File: config.mk
export PLATFORM = sky130hd
export DESIGN_NAME = ebpm_bus_pins
export DESIGN_NICKNAME = d
export VERILOG_FILES = /design/src/hw/ebpm_pkg.sv /design/src/hw/ebpm_bus_pins.sv /design/src/hw/ebpm_port_cell.sv
export SDC_FILE = /design/constraint.sdc
export NUM_CORES = 1
export LEC_CHECK = 0
export BUFFER_PORTS_ARGS = -buffer_cell sky130_fd_sc_hd__clkbuf_2
export CORE_AREA = 5 5 142 144
export CTS_CLUSTER_DIAMETER = 30
export DETAILED_ROUTE_END_ITERATION = 7
export DIE_AREA = 0 0 147 149
export PLACE_DENSITY = 0.67
export SYNTH_ARGS = -nofsm -noshare
export SYNTH_HDL_FRONTEND = slang
export SYNTH_SLANG_ARGS = --single-unit
File: constraint.sdc
create_clock -name ref_clk -period 2.2 [get_ports ref_clk]
set_input_delay 0.11 -clock ref_clk [delete_from_list [all_inputs] [get_ports ref_clk]]
set_output_delay 0.11 -clock ref_clk [all_outputs]
set_load 0.005 [all_outputs]
File: src/hw/ebpm_pkg.sv
// Purpose: Shared constants and types for the external bus pin mapping block.
// Assumes: One clock domain (ref_clk, 100 MHz), synchronous active-low reset.
// Notes:   Bus mode and access encodings are used by the core and the testbench.
package ebpm_pkg;

	// Widths of the pin groups
	localparam int EBPM_DATA_W  = 16;
	localparam int EBPM_ADDR_W  = 16;
	localparam int EBPM_SEG_W   = 6;
	localparam int EBPM_MFP_W   = 12;
	localparam int EBPM_GP_W    = 16;

	// Values after reset
	localparam logic [15:0] EBPM_RST_WORD  = 16'h0000;
	localparam logic [5:0]  EBPM_RST_SEG   = 6'h00;
	localparam logic [11:0] EBPM_RST_MFP   = 12'h000;
	localparam logic        EBPM_RST_STB_N = 1'b1;

	// Cycle counts of one external access
	localparam logic [1:0] EBPM_ALE_CYC  = 2'h1;
	localparam logic [1:0] EBPM_STB_CYC  = 2'h2;

	// Bus mode: bit 1 = multiplexed, bit 0 = 16-bit data
	typedef enum logic [1:0] {
		EBPM_DEMUX8  = 2'b00,
		EBPM_DEMUX16 = 2'b01,
		EBPM_MUX8    = 2'b10,
		EBPM_MUX16   = 2'b11
	} ebpm_mode_t;

	// Access sequencer states, Gray along idle-address-strobe-done
	typedef enum logic [1:0] {
		EBPM_IDLE = 2'b00,
		EBPM_ADDR = 2'b01,
		EBPM_STRB = 2'b11,
		EBPM_DONE = 2'b10
	} ebpm_state_t;

endpackage : ebpm_pkg

File: src/hw/ebpm_bus_pins.sv
// Purpose: Maps external bus accesses onto strobes, address and data ports.
// Assumes: Core requests one access at a time and holds it until acc_done.
// Notes:   Data, address and segment pins share pad cells with generic I/O.
`timescale 1ns/1ns

// Operation
// - Read strobe on every external read
// - Plain-write mode strobes every write
// - Low-byte mode strobes low or 8-bit writes
// - Mode bit selects write strobe behaviour
// - Drive address latch enable output
// - Sample external-fetch pin during, after reset
// - Demux data on low or both bytes
// - Mux drives address then data on port
// - Address port kept after demux-to-mux switch
// - Segment lines A16..A21 on 6-bit port
// - Per-bit direction; inputs are high impedance
// - Multi-function port push/pull or open drain
// - Demux splits address/data; mux shares port
module ebpm_bus_pins
	import ebpm_pkg::*;
(
	input  wire logic        ref_clk,
	input  wire logic        reset_n,
	input  wire logic        ext_bus_en,
	input  wire logic [1:0]  bus_mode,
	input  wire logic        write_pin_mode_sel,
	input  wire logic        acc_req,
	input  wire logic        acc_write,
	input  wire logic [1:0]  acc_byte_en,
	input  wire logic [21:0] acc_addr,
	input  wire logic [15:0] acc_wdata,
	output logic             acc_done,
	output logic [15:0]      acc_rdata,
	output logic             read_strobe_n,
	output logic             low_byte_write_strobe_n,
	output logic             high_byte_write_strobe_n,
	output logic             addr_latch_en,
	input  wire logic        external_fetch_select_n,
	output logic             boot_external,
	input  wire logic [15:0] data_bus_port_in,
	output logic [15:0]      data_bus_port_out,
	output logic [15:0]      data_bus_port_oe_n,
	input  wire logic [15:0] addr_bus_port_in,
	output logic [15:0]      addr_bus_port_out,
	output logic [15:0]      addr_bus_port_oe_n,
	output logic [5:0]       segment_addr_port_out,
	output logic [5:0]       segment_addr_port_oe_n,
	input  wire logic [15:0] gp_data_out,
	input  wire logic [15:0] gp_data_dir,
	output logic [15:0]      gp_data_in,
	input  wire logic [15:0] gp_addr_out,
	input  wire logic [15:0] gp_addr_dir,
	output logic [15:0]      gp_addr_in,
	input  wire logic        seg_addr_en,
	input  wire logic [5:0]  gp_seg_out,
	input  wire logic [5:0]  gp_seg_dir,
	input  wire logic [11:0] mfp_out,
	input  wire logic [11:0] mfp_dir,
	input  wire logic [11:0] mfp_open_drain,
	input  wire logic [11:0] multi_function_port_in,
	output logic [11:0]      multi_function_port_out,
	output logic [11:0]      multi_function_port_oe_n,
	output logic [11:0]      mfp_in
);

	ebpm_state_t state_ff;
	ebpm_state_t nxt_state;
	logic [1:0]  cnt_ff;
	logic [1:0]  nxt_cnt;
	logic        demux_seen_ff;
	logic        fetch_s1_ff;
	logic        fetch_s2_ff;
	logic        fetch_hold_ff;
	logic [2:0]  rst_prev_ff;
	logic [15:0] rdata_ff;
	logic [15:0] dsync1_ff;
	logic [15:0] dsync2_ff;
	logic [15:0] async1_ff;
	logic [15:0] async2_ff;

	////////////////////////////////////////////////////////////////////////
	// Mode decode
	wire mode_mux   = bus_mode[1];
	wire mode_wide  = bus_mode[0];
	wire in_acc     = ext_bus_en && (state_ff != EBPM_IDLE);
	wire addr_phase = in_acc && (state_ff == EBPM_ADDR);
	wire strb_phase = in_acc && (state_ff == EBPM_STRB);
	wire rd_act     = strb_phase && !acc_write;
	wire wr_act     = strb_phase && acc_write;
	// Shared strobe: plain mode any write, low-byte mode low lane or 8-bit
	wire lo_wr_act  = wr_act && (!write_pin_mode_sel ||
	                  !mode_wide || acc_byte_en[0]);
	wire hi_wr_act  = wr_act && mode_wide && acc_byte_en[1];
	wire done_last  = (state_ff == EBPM_DONE) && cnt_ff[0];            // Read data now synced
	// Address port drives in demux and after leaving demux for mux
	wire addr_drv   = ext_bus_en && (!mode_mux || demux_seen_ff);

	// Data port values: mux puts address out first, then data
	wire [15:0] bus_data_val = addr_phase && mode_mux ? acc_addr[15:0]
	                                                  : acc_wdata;
	wire        drive_hi     = mode_wide || (addr_phase && mode_mux);
	wire        bus_drv      = addr_phase ? mode_mux : wr_act;
	wire [15:0] nxt_data_out = in_acc ? bus_data_val : gp_data_out;
	wire [15:0] nxt_data_oe  = in_acc ? ~({{8{bus_drv && drive_hi}}, {8{bus_drv}}})
	                                  : ~gp_data_dir;
	wire [15:0] nxt_addr_out = addr_drv ? acc_addr[15:0] : gp_addr_out;
	wire [15:0] nxt_addr_oe  = addr_drv ? 16'h0000 : ~gp_addr_dir;
	wire [5:0]  nxt_seg_out  = seg_addr_en ? acc_addr[21:16] : gp_seg_out;
	wire [5:0]  nxt_seg_oe   = seg_addr_en ? 6'h00 : ~gp_seg_dir;

	// Sequencer next state
	always_comb begin
		nxt_state = state_ff;
		nxt_cnt   = cnt_ff;
		case (state_ff)
			EBPM_IDLE: begin
				if (acc_req && ext_bus_en) begin
					nxt_state = EBPM_ADDR;
					nxt_cnt   = EBPM_ALE_CYC;
				end
			end
			EBPM_ADDR: begin
				nxt_cnt = cnt_ff - 2'h1;
				if (cnt_ff == 2'h1) begin
					nxt_state = EBPM_STRB;
					nxt_cnt   = EBPM_STB_CYC;
				end
			end
			EBPM_STRB: begin
				nxt_cnt = cnt_ff - 2'h1;
				if (cnt_ff == 2'h1) begin
					nxt_state = EBPM_DONE;
				end
			end
			EBPM_DONE: begin
				nxt_cnt   = 2'h1;                      // Two done cycles cover the sync delay
				nxt_state = cnt_ff[0] ? EBPM_IDLE : EBPM_DONE;
			end
			default:   nxt_state = EBPM_IDLE;
		endcase
	end

	// Sequencer and registered bus pins
	always_ff @(posedge ref_clk) begin
		if (!reset_n) begin
			state_ff                 <= EBPM_IDLE;
			cnt_ff                   <= 2'h0;
			read_strobe_n            <= EBPM_RST_STB_N;
			low_byte_write_strobe_n  <= EBPM_RST_STB_N;
			high_byte_write_strobe_n <= EBPM_RST_STB_N;
			addr_latch_en            <= 1'b0;
			acc_done                 <= 1'b0;
		end else begin
			state_ff                 <= nxt_state;
			cnt_ff                   <= nxt_cnt;
			read_strobe_n            <= !rd_act;
			low_byte_write_strobe_n  <= !lo_wr_act;
			high_byte_write_strobe_n <= !hi_wr_act;
			addr_latch_en            <= addr_phase;
			acc_done                 <= done_last;
		end
	end

	// Port pads; registered so every pin comes from a flip-flop
	always_ff @(posedge ref_clk) begin
		if (!reset_n) begin
			data_bus_port_out      <= EBPM_RST_WORD;
			data_bus_port_oe_n     <= 16'hFFFF;
			addr_bus_port_out      <= EBPM_RST_WORD;
			addr_bus_port_oe_n     <= 16'hFFFF;
			segment_addr_port_out  <= EBPM_RST_SEG;
			segment_addr_port_oe_n <= 6'h3F;
		end else begin
			data_bus_port_out      <= nxt_data_out;
			data_bus_port_oe_n     <= nxt_data_oe;
			addr_bus_port_out      <= nxt_addr_out;
			addr_bus_port_oe_n     <= nxt_addr_oe;
			segment_addr_port_out  <= nxt_seg_out;
			segment_addr_port_oe_n <= nxt_seg_oe;
		end
	end

	// Remember a demux mode so the address port stays after a switch to mux
	always_ff @(posedge ref_clk) begin
		if (!reset_n) begin
			demux_seen_ff <= 1'b0;
		end else begin
			demux_seen_ff <= ext_bus_en && (demux_seen_ff || !mode_mux);
		end
	end

	////////////////////////////////////////////////////////////////////////
	// Input synchronisers; read data taken from the second stage in the last done cycle
	always_ff @(posedge ref_clk) begin
		if (!reset_n) begin
			dsync1_ff <= '0;
			dsync2_ff <= '0;
			async1_ff <= '0;
			async2_ff <= '0;
			rdata_ff  <= '0;
		end else begin
			dsync1_ff <= data_bus_port_in;
			dsync2_ff <= dsync1_ff;
			async1_ff <= addr_bus_port_in;
			async2_ff <= async1_ff;
			if (done_last && ext_bus_en && !acc_write) begin
				rdata_ff <= mode_wide ? dsync2_ff : {8'h00, dsync2_ff[7:0]};
			end
		end
	end
	assign acc_rdata  = rdata_ff;
	assign gp_data_in = dsync2_ff;
	assign gp_addr_in = async2_ff;

	////////////////////////////////////////////////////////////////////////
	// Boot select: sampled in reset and 3 cycles after, then held against pin moves
	always_ff @(posedge ref_clk) begin
		fetch_s1_ff <= external_fetch_select_n;
		fetch_s2_ff <= fetch_s1_ff;
		rst_prev_ff <= {rst_prev_ff[1:0], reset_n};
		if (rst_prev_ff != 3'b111) begin
			fetch_hold_ff <= !fetch_s2_ff;
		end
	end
	assign boot_external = fetch_hold_ff;

	////////////////////////////////////////////////////////////////////////
	// Multi-function port cells
	ebpm_port_cell #(
		.WIDTH (EBPM_MFP_W)
	) u_mfp (
		.ref_clk    (ref_clk),
		.reset_n    (reset_n),
		.out_val    (mfp_out),
		.dir_out    (mfp_dir),
		.open_drain (mfp_open_drain),
		.pin_in     (multi_function_port_in),
		.pin_out    (multi_function_port_out),
		.pin_oe_n   (multi_function_port_oe_n),
		.in_val     (mfp_in)
	);

	////////////////////////////////////////////////////////////////////////
	// Checks
	property p_read_strobe;
		@(posedge ref_clk) disable iff (!reset_n)
		(state_ff == EBPM_ADDR && ext_bus_en && !acc_write && cnt_ff == 2'h1)
			|=> ##1 !read_strobe_n [*2];
	endproperty
	a_read_strobe: assert property (p_read_strobe) else $error("no read strobe");
	property p_plain_write;
		@(posedge ref_clk) disable iff (!reset_n)
		(wr_act && !write_pin_mode_sel) |=> !low_byte_write_strobe_n;
	endproperty
	a_plain_write: assert property (p_plain_write) else $error("plain write missed");
	property p_lowbyte_write;
		@(posedge ref_clk) disable iff (!reset_n)
		(wr_act && write_pin_mode_sel && mode_wide && !acc_byte_en[0])
			|=> low_byte_write_strobe_n;
	endproperty
	a_lowbyte_write: assert property (p_lowbyte_write) else $error("low strobe on high byte");
	property p_ale_before_strobe;
		@(posedge ref_clk) disable iff (!reset_n)
		$fell(addr_latch_en) |-> !(read_strobe_n && low_byte_write_strobe_n
			&& high_byte_write_strobe_n);
	endproperty
	a_ale_before_strobe: assert property (p_ale_before_strobe) else $error("ale order");
	property p_idle_high;
		@(posedge ref_clk) disable iff (!reset_n)
		(state_ff == EBPM_IDLE) |=> (read_strobe_n && low_byte_write_strobe_n);
	endproperty
	a_idle_high: assert property (p_idle_high) else $error("strobe while idle");
	property p_demux_addr;
		@(posedge ref_clk) disable iff (!reset_n)
		(ext_bus_en && !mode_mux) |=> (addr_bus_port_oe_n == 16'h0000);
	endproperty
	a_demux_addr: assert property (p_demux_addr) else $error("addr port off");
	property p_mux_addr_out;
		@(posedge ref_clk) disable iff (!reset_n)
		(addr_phase && mode_mux) |=> (data_bus_port_out == $past(acc_addr[15:0]));
	endproperty
	a_mux_addr_out: assert property (p_mux_addr_out) else $error("mux addr wrong");
	property p_narrow_high_free;
		@(posedge ref_clk) disable iff (!reset_n)
		(wr_act && !mode_wide) |=> (data_bus_port_oe_n[15:8] == 8'hFF);
	endproperty
	a_narrow_high_free: assert property (p_narrow_high_free) else $error("high lane driven");
	property p_segment;
		@(posedge ref_clk) disable iff (!reset_n)
		seg_addr_en |=> (segment_addr_port_out == $past(acc_addr[21:16]));
	endproperty
	a_segment: assert property (p_segment) else $error("segment wrong");
	c_read:  cover property (@(posedge ref_clk) $fell(read_strobe_n));
	c_write: cover property (@(posedge ref_clk) $fell(high_byte_write_strobe_n));
	c_mux:   cover property (@(posedge ref_clk) addr_phase && mode_mux && demux_seen_ff);
endmodule : ebpm_bus_pins

File: src/hw/ebpm_port_cell.sv
// Purpose: General-purpose port bits with per-bit direction and drive type.
// Assumes: Pin inputs are asynchronous and pass two flip-flops here.
// Notes:   Output enables are active low, as the pad cells expect.
`timescale 1ns/1ns
module ebpm_port_cell
	import ebpm_pkg::*;
#(
	parameter int WIDTH = 12
) (
	input  wire logic             ref_clk,
	input  wire logic             reset_n,
	input  wire logic [WIDTH-1:0] out_val,
	input  wire logic [WIDTH-1:0] dir_out,
	input  wire logic [WIDTH-1:0] open_drain,
	input  wire logic [WIDTH-1:0] pin_in,
	output logic      [WIDTH-1:0] pin_out,
	output logic      [WIDTH-1:0] pin_oe_n,
	output logic      [WIDTH-1:0] in_val
);

	logic [WIDTH-1:0] sync1_ff;
	logic [WIDTH-1:0] sync2_ff;
	logic [WIDTH-1:0] nxt_oe_n;

	////////////////////////////////////////////////////////////////////////
	// Per-bit driver: input means high impedance, open drain only pulls low
	genvar gi;
	generate
		for (gi = 0; gi < WIDTH; gi++) begin : g_bit
			assign nxt_oe_n[gi] = !dir_out[gi] ? 1'b1 :
			                      (open_drain[gi] ? out_val[gi] : 1'b0);
		end
	endgenerate

	// Registered pad drive so pins change cleanly on the clock
	always_ff @(posedge ref_clk) begin
		if (!reset_n) begin
			pin_out  <= '0;
			pin_oe_n <= '1;
		end else begin
			pin_out  <= out_val;
			pin_oe_n <= nxt_oe_n;
		end
	end

	// Two-stage synchroniser; only the second stage is read
	always_ff @(posedge ref_clk) begin
		if (!reset_n) begin
			sync1_ff <= '0;
			sync2_ff <= '0;
		end else begin
			sync1_ff <= pin_in;
			sync2_ff <= sync1_ff;
		end
	end
	assign in_val = sync2_ff;

	////////////////////////////////////////////////////////////////////////
	// Checks
	property p_input_hiz;
		@(posedge ref_clk) disable iff (!reset_n)
		!dir_out[0] |=> pin_oe_n[0];
	endproperty
	a_input_hiz: assert property (p_input_hiz) else $error("input bit driven");

	property p_od_high_release;
		@(posedge ref_clk) disable iff (!reset_n)
		(dir_out[0] && open_drain[0] && out_val[0]) |=> pin_oe_n[0];
	endproperty
	a_od_high_release: assert property (p_od_high_release) else $error("od high driven");

endmodule : ebpm_port_cell

==> PnR_summary.wiki, run 1 <==
{| class="wikitable"
! Metric !! Value
|-
| Result of the run || complete, no violations
|-
| Sort of element at the end of the critical path || register
|-
| Post-Route Hold Slack || roughly 0.052 ns
|-
| Net Switching || approximately 2.7 mW
|-
| Total via count in the routed design || 6920
|-
| Setup violation total in the final timing report || 0
|-
| Fin. max-slew vios || 0
|-
| Register Area || around 4400 um2
|-
| Number of detailed-route iterations in the first pass || 5
|-
| Post-Synthesis Cells || 645
|-
| Boundary Pins || 372
|-
| Vias in the first global route || 7147
|-
| CP max FO || 17
|-
| Total Routed Length || 25300 um
|-
| Share of Yosys cell area claimed by the top area cell type || 64.7%
|-
| Number of distinct standard cells referenced by the synthesized netlist || 37
|-
| Share of the yosys chip area belonging to registers || roughly 65%
|-
| Yosys warning count || 0
|-
| Layout Skew || 0.00900 ns
|-
| Category of the worst setup path launch point || register
|-
| Commonest cells after routing, fill and taps aside || sky130_fd_sc_hd__clkbuf_2, sky130_fd_sc_hd__dfxtp_1, sky130_fd_sc_hd__dlygate4sd3_1
|-
| Critical path class || reg2reg
|-
| H-Tree Depth || 2
|-
| Post-Syn Nets || 853
|-
| Final routed wire length divided by cell count || 17.0 um
|-
| Area growth from synthesis to layout || 82.0%
|-
| Clock buffer count from CTS || 44
|-
| Beginning of the worst register-to-register path || demux_seen_ff$_SDFF_PN0_
|-
| HP Class || in2reg
|-
| Fraction of the mapped netlist area in adder cells || 0.369%
|-
| Dominant combinational cell family by area after synthesis || simple AND/OR/NAND/NOR gates
|-
| Last weighted congestion value of the routability-driven placer || 0.942
|-
| Clock root cell || sky130_fd_sc_hd__clkbuf_16
|-
| Relative contribution of sequential cells to total power || 35.6%
|-
| Synthesized flop and latch total || 220
|-
| Sum of overflow across all layers after global routing || 0
|-
| RSZ-0062 raised after global routing || false
|-
| DRC || 0
|-
| Final antenna-violating net count || 0
|-
| Share of total power in the clock network || 55.2%
|-
| Avg Cell Area, Syn || 10.5 um2
|-
| Required time reported for the critical path endpoint || 2.59 ns
|-
| Sinks on the clock net || 220
|-
| Drt via density || about 4.6
|-
| Accumulated negative setup slack || 0 ns
|-
| Chip Height || roughly 150 um
|-
| Most used flip-flop cell after synthesis || sky130_fd_sc_hd__dfxtp_1
|-
| Crit path time final || 2.08 ns
|-
| Share of the core filled with cells in the final layout || 66.4%
|-
| Count of final hold-check violations || 0
|-
| Dominant cell type by area after synthesis || sky130_fd_sc_hd__dfxtp_1
|-
| Wire length of the first global-routing pass || 38300 um
|-
| Sw Ratio || between 20 and 25%
|-
| Number of max-capacitance violations reported || 0
|-
| Worst voltage drop across the vdd grid || 0.000609 V
|-
| Fmax || 0.482 GHz
|-
| Initial Utilization || 36.5%
|-
| Later-pin clock latency in the skew report || 0.50 ns
|-
| Maximum buffer depth of the clock tree || 3
|-
| Reg2reg setup slack || 0.12 ns
|-
| Fraction of synthesized area in multiplexers || 3.25%
|-
| Share of the cycle needed by the critical path after routing || 94.3%
|-
| Largest net degree at the start of global routing || 168
|-
| Post-synth ARST share || 0%
|-
| Post-Synthesis Cell Area || just under 7000 um2
|-
| Crit path cell chain || nor2b_1, buf_4, o21ai_0, a21oi_1, dlygate4sd3_1
|-
| Core region area || about 19000 um2
|-
| Synth Area in Simple Gates || approximately 17%
|-
| Total Nets Final || about 1400
|-
| Cells on Worst Hold Path || 3
|-
| Filler cells || 1358
|-
| Main area contributors after synthesis || sky130_fd_sc_hd__dfxtp_1, sky130_fd_sc_hd__and2_1, sky130_fd_sc_hd__o21ai_0
|-
| Crit path max-delay cell type || sky130_fd_sc_hd__dfxtp_1
|-
| Power Total || 12.1 mW
|-
| CTS clock-pin slew for the worst setup and hold paths || 0.04 ns
|-
| Most common library cell in the layout ignoring fill and taps || sky130_fd_sc_hd__clkbuf_2
|-
| Share of cells above drive strength 1 || 36.3%
|-
| EDFF count, synth || 1
|-
| Number of core rows || 50
|-
| Die extent in x || roughly 150 um
|-
| Total half-perimeter wirelength after legalization and detailed placement || 15400 um
|-
| Slew at the pin with the worst max-slew slack || just over 0.6 ns
|-
| Count of cells along the worst register-to-register path || 5
|-
| Data arrival time at the worst-slack endpoint || 2.46 ns
|-
| Leakage power of the design || 5.74 nW
|-
| Number of design-rule violations left by the first detailed-router iteration || 439
|-
| Post-synthesis xor/xnor area fraction || 0%
|-
| Origin of the worst min-delay path || bus_mode[0]
|-
| Power density normalized to cell area || 982 nW/um2
|-
| Largest incremental delay on the critical path || between 0.6 and 0.7 ns
|-
| CTS tree || done
|-
| Total die area || 21900 um2
|-
| Cell area after layout || 12300 um2
|-
| GRT Overall Usage || 21.8%
|-
| Cell area after placement || a little under 9000 um2
|-
| Proportion of power drawn by combinational gates || 9.2%
|-
| Power Internal || 9.44 mW
|-
| Destination of the worst hold path || acc_rdata[12]$_SDFFE_PN0P_
|-
| Slew Limit Headroom || 59.6%
|-
| Count of input and output buffers || 371
|-
| Reg-to-reg endpoint || addr_bus_port_out[12]$_SDFF_PN0_
|-
| Area of the multi-input gates || 2140 um2
|-
| Synth Area in Compound Gates || 10.9%
|-
| Initial antenna violation count || 1
|}
[cells by family after synthesis]
family | count (synthesis)
flops | 220
buf+inv | 52
fa+ha+maj | 2
simple gates | 219
mux | 22
compound gates | 130
[critical path, delay by kind of cell, from the launching register on]
kind	cells	cell delay, ns
AOI/OAI and AO/OA	2	0.32
DFF	1	0.67
buffers and inverters	2	0.81
and+or+nand+nor	1	0.16
[power groups by stage]
| stage | Combinational, mW | Sequential (mW) | Clock (mW) |
|---|---|---|---|
| finish | 1.11 | 4.31 | 6.68 |
| global route | 1.20 | 4.33 | 7.03 |
| CTS | 1.07 | 4.31 | 6.77 |
| detailed placement | 0.761 | 4.38 | 0 |
| global placement | 0.750 | 4.37 | 0 |
| floorplan | 0.310 | 4.38 | 0 |
[cell type report]
cell class	instances	area share, %
Sequential cell	220	35.8
Timing Repair Buffer	578	31.9
Multi-Input combinational cell	373	17.4
Clock buffer	57	10.1
Tap cell	234	2.37
Clock inverter	20	2.17
Inverter	7	0.213
Antenna cell	1	0.0203
[worst max-delay path by stage]
stage	slack, ns	cells past startpoint	to	from
after floorplan	0.95	4	acc_rdata[10]$_SDFFE_PN0P_	state_ff[1]$_SDFFE_PN0P_
after global placement	0.61	4	addr_bus_port_oe_n[6]$_SDFF_PN1_	ext_bus_en
after detailed placement	0.53	4	addr_bus_port_oe_n[0]$_SDFF_PN1_	ext_bus_en
after CTS	0.03	4	data_bus_port_out[11]$_SDFF_PN0_	state_ff[0]$_SDFFE_PN0P_
after global routing	0.03	5	addr_bus_port_out[6]$_SDFF_PN0_	demux_seen_ff$_SDFF_PN0_
final	0.12	5	addr_bus_port_out[12]$_SDFF_PN0_	demux_seen_ff$_SDFF_PN0_
[metal layers]
layer | part of all wire, % | GRT usage, %
met3 | 8.1 | 6.75
met5 | 0 | 0
met4 | 4.9 | 11.5
met1 | 36 | 22.8
met2 | 51 | 39.5
[Yosys cell counts (2+ instances only)]
| library cell | n |
|---|---|
| sky130_fd_sc_hd__nand3_1 | 21 |
| sky130_fd_sc_hd__nor2_1 | 11 |
| sky130_fd_sc_hd__buf_1 | 6 |
| sky130_fd_sc_hd__mux2i_1 | 22 |
| sky130_fd_sc_hd__o21ai_0 | 69 |
| sky130_fd_sc_hd__a31oi_1 | 16 |
| sky130_fd_sc_hd__ha_1 | 2 |
| sky130_fd_sc_hd__dfxtp_1 | 219 |
| sky130_fd_sc_hd__buf_2 | 14 |
| sky130_fd_sc_hd__o221a_2 | 2 |
| sky130_fd_sc_hd__o21ai_1 | 2 |
| sky130_fd_sc_hd__nand2_1 | 72 |
| sky130_fd_sc_hd__clkbuf_1 | 24 |
| sky130_fd_sc_hd__inv_1 | 6 |
| sky130_fd_sc_hd__and2_1 | 102 |
| sky130_fd_sc_hd__a21oi_1 | 20 |
| sky130_fd_sc_hd__o211ai_1 | 17 |
[stage by stage]
step | worst slack, ns | cells
floorplan | 0.949 | 645
global placement | 0.611 | 1209
detailed placement | 0.534 | 1209
CTS | 0.0268 | 1488
global route | 0.0297 | 1490
finish | 0.124 | 1490
[flip-flops by register name (all words and copies together), names as in the netlist, 2 cells and up]
| signal | count |
|---|---|
| u_mfp.pin_oe_n | 12 |
| dsync1_ff | 16 |
| addr_bus_port_oe_n | 16 |
| u_mfp.in_val | 12 |
| cnt_ff | 2 |
| data_bus_port_out | 16 |
| segment_addr_port_out | 6 |
| state_ff | 2 |
| async1_ff | 16 |
| acc_rdata | 16 |
| data_bus_port_oe_n | 16 |
| gp_addr_in | 16 |
| gp_data_in | 16 |
| u_mfp.sync1_ff | 12 |
| u_mfp.pin_out | 12 |
| rst_prev_ff | 3 |
| addr_bus_port_out | 16 |
| segment_addr_port_oe_n | 6 |
[timing repair]
item,in CTS,in global routing
setup buffers,0,1
gates resized for setup,0,2
endpoints found under the hold margin,151,0
hold buffers,202,0
endpoints found under the setup margin,0,15
(Power assumes the default switching activity.)
==> run 2: changes to the inputs <==
- MAX_ROUTING_LAYER: not set -> met4
==> run 2 against run 1 <==
Compared with the run above:
- clock skew down 0.00051 ns
- critical endpoint unchanged
- cell count unchanged
- largest cell class unchanged
- sequential cell count unchanged
- global-route usage up 0.62 points
==> PnR_summary.wiki, run 2 (synthesis results as in run 1) <==
{| class="wikitable"
! Metric !! Value
|-
| H-Tree Depth || 2 (unchanged)
|-
| Total die area || 21900 um2 (unchanged)
|-
| Filler cells || 1358 (unchanged)
|-
| Cells on Worst Hold Path || 3 (unchanged)
|-
| Total Nets Final || 1432 (unchanged)
|-
| Relative contribution of sequential cells to total power || 35.6% (about the same)
|-
| Area growth from synthesis to layout || 82.0% (unchanged)
|-
| Total half-perimeter wirelength after legalization and detailed placement || 15400 um (unchanged)
|-
| Total Routed Length || 25300 um (about the same)
|-
| Reg2reg setup slack || 0.12 ns (about the same)
|-
| Share of cells above drive strength 1 || 36.3% (unchanged)
|-
| Fin. max-slew vios || 0 (unchanged)
|-
| RSZ-0062 raised after global routing || false
|-
| Number of design-rule violations left by the first detailed-router iteration || 473 (+7.7%)
|-
| Data arrival time at the worst-slack endpoint || 2.46 ns (about the same)
|-
| Setup violation total in the final timing report || 0 (unchanged)
|-
| Slew at the pin with the worst max-slew slack || 0.613 ns (+0.00766 ns)
|-
| Critical path class || reg2reg
|-
| Final antenna-violating net count || 0 (unchanged)
|-
| Largest net degree at the start of global routing || 168 (unchanged)
|-
| Last weighted congestion value of the routability-driven placer || 0.958 (+1.8%)
|-
| Power density normalized to cell area || 982 nW/um2 (about the same)
|-
| Commonest cells after routing, fill and taps aside || sky130_fd_sc_hd__clkbuf_2, sky130_fd_sc_hd__dfxtp_1, sky130_fd_sc_hd__dlygate4sd3_1
|-
| Worst voltage drop across the vdd grid || 0.000610 V (about the same)
|-
| Share of total power in the clock network || 55.2% (about the same)
|-
| Origin of the worst min-delay path || bus_mode[0]
|-
| Top cell family by delay on the critical path || buffers and inverters
|-
| Buffering stage count on the worst path with inverters included || 2 (unchanged)
|-
| Most common library cell in the layout ignoring fill and taps || sky130_fd_sc_hd__clkbuf_2
|-
| Net Switching || 2.67 mW (about the same)
|-
| Drt via density || 4.66 (+0.42%)
|-
| CP max FO || 17 (unchanged)
|-
| Boundary Pins || 372 (unchanged)
|-
| Required time reported for the critical path endpoint || 2.58 ns (about the same)
|-
| Count of cells along the worst register-to-register path || 5 (unchanged)
|-
| Clock buffer count from CTS || 44 (unchanged)
|-
| Setup ws final || 0.123 ns (-0.00190 ns)
|-
| DRC || 0 (unchanged)
|-
| Number of core rows || 50 (unchanged)
|-
| Worst slack at placement || 0.534 ns (unchanged)
|-
| Crit path cell chain || nor2b_1, buf_4, o21ai_0, a21oi_1, dlygate4sd3_1
|-
| Total via count in the routed design || 6949 (+0.42%)
|-
| Wire length of the first global-routing pass || 38200 um (-0.38%)
|-
| Layout Skew || 0.00848 ns (-0.000514 ns)
|-
| Count of input and output buffers || 371 (unchanged)
|-
| Sinks on the clock net || 220 (unchanged)
|-
| Beginning of the worst register-to-register path || demux_seen_ff$_SDFF_PN0_
|-
| Fmax || 0.481 GHz (about the same)
|-
| Sum of overflow across all layers after global routing || 0 (unchanged)
|-
| Proportion of power drawn by combinational gates || 9.2% (about the same)
|-
| Clock root cell || sky130_fd_sc_hd__clkbuf_16
|-
| Share of the cycle needed by the critical path after routing || 94.4% (about the same)
|-
| Crit path time final || 2.08 ns (+0.00190 ns)
|-
| Final routed wire length divided by cell count || 17.0 um (about the same)
|-
| Category of the worst setup path launch point || register
|-
| Initial antenna violation count || 1 (unchanged)
|-
| GRT Overall Usage || 22.5% (+0.62 points)
|-
| Leakage power of the design || 5.74 nW (unchanged)
|-
| Largest incremental delay on the critical path || 0.67 ns (about the same)
|-
| Number of detailed-route iterations in the first pass || 6 (+1)
|-
| HP Class || in2reg
|-
| Number of max-capacitance violations reported || 0 (unchanged)
|-
| Crit path max-delay cell type || sky130_fd_sc_hd__dfxtp_1
|-
| Core region area || 18600 um2 (unchanged)
|-
| Destination of the worst hold path || acc_rdata[12]$_SDFFE_PN0P_
|-
| Later-pin clock latency in the skew report || 0.50 ns (about the same)
|-
| Cell area after layout || 12300 um2 (unchanged)
|-
| Maximum buffer depth of the clock tree || 3 (unchanged)
|-
| Sort of element at the end of the critical path || register
|-
| Initial Utilization || 36.5% (unchanged)
|-
| Die extent in x || 147 um (unchanged)
|-
| Sw Ratio || 22.1% (about the same)
|-
| CTS clock-pin slew for the worst setup and hold paths || 0.04 ns (about the same)
|-
| Slew Limit Headroom || 59.1% (-0.51 points)
|-
| Count of final hold-check violations || 0 (unchanged)
|-
| Reg-to-reg endpoint || addr_bus_port_out[12]$_SDFF_PN0_
|-
| Vias in the first global route || 7157 (+0.14%)
|-
| Chip Height || 149 um (unchanged)
|-
| Accumulated negative setup slack || 0 ns (unchanged)
|-
| Power Internal || 9.44 mW (about the same)
|-
| CTS tree || done
|-
| Cell area after placement || 8770 um2 (unchanged)
|-
| Result of the run || complete, no violations
|}
## run 2: through the flow
step	hold slack [ns]	utilization, %	cells	power [mW]
after floorplan	0.138	-	645	4.69
after global placement	0.216	47.2	1209	5.12
after detailed placement	0.218	47.2	1209	5.14
after CTS	0.0193	66.3	1488	12.1
after global routing	0.0666	66.4	1490	12.6
final	0.0539	66.4	1490	12.1
## run 2: layer usage
layer / vias to the layer above / part of all wire (%) / track usage, %
met2: 361 / 51 / 39.5
met4: 0 / 4.8 / 11.6
met1: 3176 / 36 / 23.3
met5: - / 0 / -
met3: 93 / 7.7 / 5.80
li1: 3319 / - / -
## run 2: worst min-delay path, delay by kind of cell
family | cells | cell delay, ns
buffers and inverters | 1 | 0.21
and+or+nand+nor | 1 | 0.12
muxes | 1 | 0.06
## run 2: timing repair
item                       4_1_cts  5_1_grt
hold endpoints to repair       151        0
setup buffers                    0        1
gates resized for setup          0        2
hold buffers                   202        0
setup endpoints to repair        0       15
## run 2: how the worst max path moves through the flow
stage                              from                               end  slack, ns  cells past startpoint
6_report       demux_seen_ff$_SDFF_PN0_  addr_bus_port_out[12]$_SDFF_PN0_       0.12                      5
3_3_place_gp                 ext_bus_en  addr_bus_port_oe_n[6]$_SDFF_PN1_       0.61                      4
5_1_grt        demux_seen_ff$_SDFF_PN0_   addr_bus_port_out[6]$_SDFF_PN0_       0.03                      5
2_1_floorplan  state_ff[1]$_SDFFE_PN0P_        acc_rdata[10]$_SDFFE_PN0P_       0.95                      4
4_1_cts        state_ff[0]$_SDFFE_PN0P_  data_bus_port_out[11]$_SDFF_PN0_       0.03                      4
3_5_place_dp                 ext_bus_en  addr_bus_port_oe_n[0]$_SDFF_PN1_       0.53                      4
## run 2: area by class of cell
type | count | area [um2] | share of cell area (%)
timing repair buffer | 578 | 3940 | 31.9
clock buffer | 57 | 1250 | 10.1
inverter | 7 | 26.3 | 0.213
clock inverter | 20 | 268 | 2.17
tap | 234 | 293 | 2.37
sequential | 220 | 4410 | 35.8
antenna | 1 | 2.50 | 0.0203
multi-input combinational | 373 | 2140 | 17.4
## run 2: power by group through the flow
stage	clock network (mW)	registers [mW]	logic [mW]
2_1_floorplan	0	4.38	0.310
6_report	6.68	4.31	1.11
4_1_cts	6.77	4.31	1.07
3_5_place_dp	0	4.38	0.761
5_1_grt	7.04	4.33	1.20
3_3_place_gp	0	4.37	0.750
